<file path="config.mk">
export PLATFORM = sky130hd
export DESIGN_NAME = dq_reference_level_training
export DESIGN_NICKNAME = d
export VERILOG_FILES = /design/src/core/dq_ref_train_pkg.sv /design/src/core/dq_reference_level_training.sv
export SDC_FILE = /design/constraint.sdc
export NUM_CORES = 1
export LEC_CHECK = 0
export ABC_AREA = 1
export BUFFER_PORTS_ARGS = -buffer_cell sky130_fd_sc_hd__buf_2
export CORE_ASPECT_RATIO = 2
export CORE_UTILIZATION = 53
export DETAILED_ROUTE_END_ITERATION = 10
export PLACE_DENSITY = 0.74
export SYNTH_ARGS = -nofsm -noshare
export SYNTH_HDL_FRONTEND = slang
export SYNTH_SLANG_ARGS = --single-unit
export TNS_END_PERCENT = 20
</file>
<file path="constraint.sdc">
create_clock -name clk_i -period 3.74 [get_ports clk_i]
set_clock_uncertainty 0.2 [all_clocks]
set_input_delay 0.748 -clock clk_i [delete_from_list [all_inputs] [get_ports clk_i]]
set_output_delay 0.748 -clock clk_i [all_outputs]
set_load 0.02 [all_outputs]
</file>
<file path="src/core/dq_ref_train_pkg.sv">
// Package: constants for the data-input reference level training block
package dq_ref_train_pkg;
	// Field positions of the reference training register
	localparam int ENABLE_BIT     = 7;
	localparam int RANGE_BIT      = 6;
	localparam int LEVEL_MSB      = 5;
	localparam int LEVEL_WIDTH    = 6;
	localparam int REG_WIDTH      = 8;
	// Highest legal level code; codes above are reserved
	localparam logic [5:0] LEVEL_MAX_CODE = 6'h32;
	// Range 1 base 60.00 %, range 2 base 45.00 %, step 0.65 %, in hundredths of a percent
	localparam logic [13:0] RANGE1_BASE_CENTI = 14'h1770;
	localparam logic [13:0] RANGE2_BASE_CENTI = 14'h1194;
	localparam logic [13:0] STEP_CENTI        = 14'h0041;
	// Clock
	localparam int CLK_PERIOD_PS = 4000;
	// Default delays, in ns (no figure given; plain defaults)
	localparam int ENTRY_DELAY_NS      = 150;
	localparam int EXIT_DELAY_NS       = 150;
	localparam int STEP_SHORT_NS       = 80;
	localparam int STEP_LONG_NS        = 250;
	// Cycle counts, least times rounded up
	localparam int ENTRY_DELAY_CYC = (ENTRY_DELAY_NS * 1000 + CLK_PERIOD_PS - 1) / CLK_PERIOD_PS;
	localparam int EXIT_DELAY_CYC  = (EXIT_DELAY_NS * 1000 + CLK_PERIOD_PS - 1) / CLK_PERIOD_PS;
	localparam int STEP_SHORT_CYC  = (STEP_SHORT_NS * 1000 + CLK_PERIOD_PS - 1) / CLK_PERIOD_PS;
	localparam int STEP_LONG_CYC   = (STEP_LONG_NS * 1000 + CLK_PERIOD_PS - 1) / CLK_PERIOD_PS;
	// Level distance above which the long step time applies
	localparam logic [5:0] SHORT_STEP_LIMIT = 6'h04;
	localparam int TIMER_WIDTH = 16;
	typedef enum logic [1:0] {IDLE, ENTERING, TRAINING, EXITING} mode_type;
endpackage

</file>
<file path="src/core/dq_reference_level_training.sv">
// Data-input reference level training mode: register capture, mode tracking and settle timing
module dq_reference_level_training
#(
	parameter int ENTRY_CYC = dq_ref_train_pkg::ENTRY_DELAY_CYC,
	parameter int EXIT_CYC  = dq_ref_train_pkg::EXIT_DELAY_CYC,
	parameter int SHORT_CYC = dq_ref_train_pkg::STEP_SHORT_CYC,
	parameter int LONG_CYC  = dq_ref_train_pkg::STEP_LONG_CYC
)
(
	// Clock and reset
	input  wire logic                                   clk_i,
	input  wire logic                                   srst_i,
	// Mode register write to the reference training register
	input  wire logic                                   mrs_write_i,
	input  wire logic [dq_ref_train_pkg::REG_WIDTH-1:0] mrs_data_i,
	// Per-device programming mode qualification
	input  wire logic                                   per_device_programming_mode_i,
	input  wire logic                                   lowest_data_bit_i,
	// Reference level state
	output logic                                        training_active_o,
	output logic                                        range_o,
	output logic [dq_ref_train_pkg::LEVEL_WIDTH-1:0]    level_o,
	output logic [13:0]                                 level_centi_pct_o,
	output logic                                        level_programmed_o,
	output logic                                        level_valid_o,
	output logic                                        commands_allowed_o,
	output logic                                        reserved_code_o
);
	import dq_ref_train_pkg::*;

	// Parameters the timers cannot serve are refused at elaboration
	if (ENTRY_CYC < 1)
	begin
		$error("Entry delay must be at least one cycle");
	end
	if (EXIT_CYC < 1)
	begin
		$error("Exit delay must be at least one cycle");
	end
	if (SHORT_CYC < 1)
	begin
		$error("Short step time must be at least one cycle");
	end
	if (LONG_CYC < SHORT_CYC)
	begin
		$error("Long step time must not be below the short one");
	end
	if (ENTRY_CYC >= (1 << TIMER_WIDTH) || EXIT_CYC >= (1 << TIMER_WIDTH) || LONG_CYC >= (1 << TIMER_WIDTH))
	begin
		$error("Timing parameter too large for the timers");
	end

	typedef struct packed {
		mode_type                  mode;
		logic                      active;
		logic                      range;
		logic [LEVEL_WIDTH-1:0]    level;
		logic                      programmed;
		logic                      valid;
		logic [TIMER_WIDTH-1:0]    mode_timer;
		logic [TIMER_WIDTH-1:0]    settle_timer;
		logic [13:0]               centi;
		logic                      reserved;
	} state_type;

	// Level code meaningless until the first update; valid held low
	localparam state_type RESET_STATE = '{
		mode:         IDLE,
		active:       1'h0,
		range:        1'h0,
		level:        '0,
		programmed:   1'h0,
		valid:        1'h0,
		mode_timer:   '0,
		settle_timer: '0,
		centi:        RANGE1_BASE_CENTI,
		reserved:     1'h0
	};

	state_type              state;
	state_type              next_state;

	logic                   executed;
	logic                   write_enable;
	logic                   write_range;
	logic [LEVEL_WIDTH-1:0] write_level;
	logic [LEVEL_WIDTH-1:0] distance;
	logic                   long_step;
	logic                   mode_timer_last;

	// Per-device mode: only a device seeing the lowest data bit low executes
	assign executed     = mrs_write_i && !(per_device_programming_mode_i && lowest_data_bit_i);

	// Fields of the incoming write
	assign write_enable = mrs_data_i[ENABLE_BIT];
	assign write_range  = mrs_data_i[RANGE_BIT];
	assign write_level  = mrs_data_i[LEVEL_MSB:0];
	// Step size picks the settle time; a large jump needs the long one
	assign distance     = (write_level > state.level) ? write_level - state.level
		: state.level - write_level;
	assign long_step    = distance > SHORT_STEP_LIMIT;
	// Entry and exit delays end as the timer reaches zero
	assign mode_timer_last = state.mode_timer <= TIMER_WIDTH'(1);

	always_comb
	begin
		next_state = state;
		// Both timers count down to zero and stop there
		if (state.mode_timer != '0)
		begin
			next_state.mode_timer = state.mode_timer - 1'b1;
		end
		if (state.settle_timer != '0)
		begin
			next_state.settle_timer = state.settle_timer - 1'b1;
		end

		unique case (state.mode)
			IDLE:
			begin
				// Only an enabling write leaves idle; others are discarded
				if (executed && write_enable)
				begin
					// Entry latches the range; its level code is ignored
					next_state.mode = ENTERING;
					next_state.range = write_range;
					next_state.mode_timer = TIMER_WIDTH'(ENTRY_CYC);
				end
			end
			ENTERING:
			begin
				// Writes during the entry delay are not executed
				if (mode_timer_last)
				begin
					next_state.mode = TRAINING;
				end
			end
			TRAINING:
			begin
				if (executed && write_enable)
				begin
					// Range held from entry; only the level changes
					next_state.level = write_level;
					next_state.programmed = 1'h1;
					if (long_step)
					begin
						next_state.settle_timer = TIMER_WIDTH'(LONG_CYC);
					end
					else
					begin
						next_state.settle_timer = TIMER_WIDTH'(SHORT_CYC);
					end
				end
				else if (executed)
				begin
					// Exit keeps the last range and level; bits 6:0 discarded
					next_state.mode = EXITING;
					next_state.mode_timer = TIMER_WIDTH'(EXIT_CYC);
				end
			end
			EXITING:
			begin
				// Writes during the exit delay are not executed
				if (mode_timer_last)
				begin
					next_state.mode = IDLE;
				end
			end
		endcase

		// Flags taken from the next state so outputs need no extra cycle
		next_state.active = next_state.mode == ENTERING || next_state.mode == TRAINING;
		next_state.valid = next_state.programmed && next_state.settle_timer == '0;
		next_state.centi = (next_state.range ? RANGE2_BASE_CENTI : RANGE1_BASE_CENTI)
			+ 14'(next_state.level * STEP_CENTI);
		// Reserved codes are kept and flagged, not refused
		next_state.reserved = next_state.level > LEVEL_MAX_CODE;
	end

	// Synchronous reset of the whole state
	always_ff @(posedge clk_i)
	begin
		if (srst_i)
		begin
			state <= RESET_STATE;
		end
		else
		begin
			state <= next_state;
		end
	end

	// Data outputs straight from the state register
	assign training_active_o  = state.active;
	assign range_o            = state.range;
	assign level_o            = state.level;
	assign level_centi_pct_o  = state.centi;
	assign level_programmed_o = state.programmed;
	assign level_valid_o      = state.valid;
	assign reserved_code_o    = state.reserved;
	// Far side may issue commands outside the entry and exit delays
	assign commands_allowed_o = state.mode == TRAINING || state.mode == IDLE;
endmodule

</file>
==> impl_metrics.tcl <==
set metrics [dict create \
    status "finished, final reports clean" \
    die-area_um2 7790 \
    hold_depth 2 \
    ant_nets 0 \
    holdPathEnd "state[38]" \
    cts_buffer_depth 2 \
    post-route-min-period_ns 3.53 \
    synth_xor_area_frac 0.0245 \
    cp-end-kind "flop" \
    cpMostUsedCell "inv_1" \
    finalWeightedCongestion 0.889 \
    synth_area_leader_cell "dfxtp_1" \
    crit_family "adder cells" \
    syn_nets 611 \
    seq_area_frac_synth 0.290 \
    hpwl_mm 7.04 \
    vias 3651 \
    final_nets 653 \
    p_leak_nw 2.37 \
    peakVddDrop_mv 0.602 \
    syn-mean-instance-area_um2 7.00 \
    antenna_found_initial 0 \
    ys_seq_elements 57 \
    r2r_end "level_centi_pct_o[13]" \
    synth_edf_count 0 \
    tightest_slew_ns 0.644 \
    cts-buffers-inserted 9 \
    setup_viol 0 \
    synth_top_area_frac 0.290 \
    wl_met3_um 374 \
    reg2reg_depth 17 \
    ios 39 \
    routed_wl_mm 9.06 \
    n_antenna_cell 0 \
    dr.pass1.iters 5 \
    drive_gt1_frac 0.209 \
    wl_met2_mm 5.00 \
    min_period_over_period 0.943 \
    min-delay-start "state[38]" \
    synth_ff_type "dfxtp_1" \
    synthAdderAreaFrac 0.122 \
    fin_util 0.629 \
    n_fill_cell 653 \
    crit_path_max_incr_delay_ns 0.48 \
    die_y_um 124 \
    ys_warn_count 0 \
    crit_arrival_ns 3.59 \
    yosys-top-cells-area "dfxtp_1 (29%), nand2_1 (10%), ha_1 (10%), inv_1 (7.2%), nor2_1 (7.0%)" \
    path_cells "buf_2 -> a21boi_2 -> nand2_2 -> inv_2 -> nand2_4 -> or2_2 -> o21ai_2 -> inv_1 -> ha_1 -> ha_1 -> fa_1 -> ha_4 -> a21oi_1 -> o21bai_1 -> inv_1 -> o21bai_1 -> and2_1 -> o21ai_0 -> inv_1" \
    clock_sinks 57 \
    clk-insertion-delay-late_ns 0.33 \
    grt_max_degree 34 \
    drt_first_iter_violations 178 \
    highest_layer "met4" \
    r2r_setup_slack_ns 0.38 \
    crit_type "primary input to flop" \
    synth_compound_area_frac 0.104 \
    netlist_area_um2 3940 \
    core_um2 7210 \
    dp.cells 684 \
    p_int_mw 2.02 \
    drt-wirelength-per-cell_um 12.9 \
    cts_tree "yes" \
    hold_ws_ns 0.262 \
    critPathLaunchType "primary input" \
    fmax_mhz 283 \
    swShare 0.447 \
    synth_top_cells_by_count "nand2_1 (109), inv_1 (75), nor2_1 (73), dfxtp_1 (57), nand3_1 (39)" \
    h-tree-depth 3 \
    synthMuxAreaShare 0 \
    ys_async_sr_fraction 0 \
    drc 0 \
    critPathMaxFanout 4 \
    power.density_nw_per_um2 806 \
    relSlewSlack 0.571 \
    slew_violations 0 \
    grt_pass1_vias 3583 \
    hold_path.class "flop to flop" \
    crit_buf_inv 5 \
    slowest_stage "fa_1" \
    synth_top_family_by_area "simple AND/OR/NAND/NOR gates" \
    clk_pin_slew_ns 0.05 \
    die_width_um 62.9 \
    crit_required_ns 3.81 \
    vias_per_cell 5.22 \
    initial_core_util 0.546 \
    p_total_mw 3.66 \
    grtUsageTotal 0.248 \
    grt_overflow 0 \
    max_cap_viol_count 0 \
    synthCells 562 \
    combPwrFrac 0.520 \
    power.share.sequential 0.259 \
    rows 44 \
    hold_viol_final 0 \
    switchingPower_mw 1.63 \
    wl_met1_mm 3.24 \
    ys_types 44 \
    cts_root_buf "clkbuf_16" \
    syn2layout_area_growth_pct 15.3 \
    rsz0062_at_grt "no" \
    yosys.area_share.simple 0.328 \
    rr_startpoint "state[58]" \
    cts_hold_buf 0 \
    stdcell_count 700 \
    yosys.cell_count.top_type "nand2_1" \
    portBuffers 38 \
    clkPwrFrac 0.220 \
    setup_tns_ns 0 \
    grt_first_pass_wirelength_mm 15.1 \
]
kinds of logic after synthesis:
group | Yosys count
xor gates and xnor gates | 11
buffers and inverters | 112
and+or+nand+nor | 278
DFF | 57
adders and majority gates | 36
AOI/OAI and AO/OA | 68
worst register-to-register path, cell delays in order, from the launching register on:
cell and delay (ns):
dfxtp_1 0.42, nand2_2 0.16, inv_2 0.11, nand2_4 0.05, or2_2 0.29, o21ai_2 0.07
inv_1 0.07, ha_1 0.19, ha_1 0.19, fa_1 0.48, ha_4 0.30, a21oi_1 0.06
o21bai_1 0.16, inv_1 0.06, o21bai_1 0.15, and2_1 0.16, o21ai_0 0.08, inv_1 0.09
worst max-delay path by stage:
stage,from,endpoint,slack [ns],depth (start not counted)
4_1_cts,per_device_programming_mode_i,level_centi_pct_o[13],0.14,19
3_5_place_dp,per_device_programming_mode_i,level_centi_pct_o[13],-0.19,19
3_3_place_gp,per_device_programming_mode_i,level_centi_pct_o[13],-0.08,19
6_report,per_device_programming_mode_i,level_centi_pct_o[13],0.21,19
2_1_floorplan,mrs_write_i,level_centi_pct_o[13],0.009,18
5_1_grt,per_device_programming_mode_i,level_centi_pct_o[13],0.06,21
repair_timing:
| action | in CTS | in global routing |
|---|---|---|
| setup buffers | 0 | 1 |
| endpoints found under the setup margin | 0 | 2 |
| gates resized for setup | 0 | 2 |
power groups by stage:
stage	clock, mW	sequential, mW	combinational, mW
2_1_floorplan	0	0.925	1.55
3_3_place_gp	0	0.952	1.83
3_5_place_dp	0	0.956	1.88
4_1_cts	0.820	0.948	1.90
5_1_grt	0.848	0.969	2.16
6_report	0.806	0.949	1.90
flip-flops by register name (all words and copies together) (netlist names):
register            count
level_centi_pct_o      12
training_active_o       1
level_programmed_o      1
level_valid_o           1
level_o                 6
range_o                 1
state                  34
reserved_code_o         1
cells in the final DEF, fill, tap and decap left out, types with 9 or more instances in the layout:
master / synthesis / final
nor2_2: 12 / 12
dfxtp_1: 57 / 57
a21oi_1: 33 / 33
nand3_1: 39 / 39
buf_2: 2 / 38
nand2_2: 11 / 11
ha_1: 32 / 29
clkbuf_16: 0 / 9
nor2_1: 73 / 73
nand2_1: 109 / 109
buf_4: 23 / 22
inv_1: 75 / 75
nand4_1: 12 / 12
final cells by class:
class | instances | area, um2 | share of cell area
clock inverter | 3 | 40.0 | 0.00882
inverter | 83 | 312 | 0.0687
sequential | 57 | 1140 | 0.251
timing repair buffer | 60 | 355 | 0.0783
multi-input combinational | 393 | 2320 | 0.511
tap | 92 | 115 | 0.0254
clock buffer | 12 | 256 | 0.0565
routing by layer:
metal | global-route usage | vias up
met3 | 0.0504 | 39
met5 | 0 | -
met1 | 0.231 | 1666
li1 | - | 1860
met2 | 0.472 | 86
met4 | 0.174 | 0
through the flow:
stage | instance area [um2] | setup WS, ns
after global routing | 4540 | 0.0561
after CTS | 4530 | 0.135
final | 4540 | 0.212
after floorplan | 3970 | 0.00897
after global placement | 4230 | -0.0827
after detailed placement | 4230 | -0.191
Power figures use the tool's default switching activity.
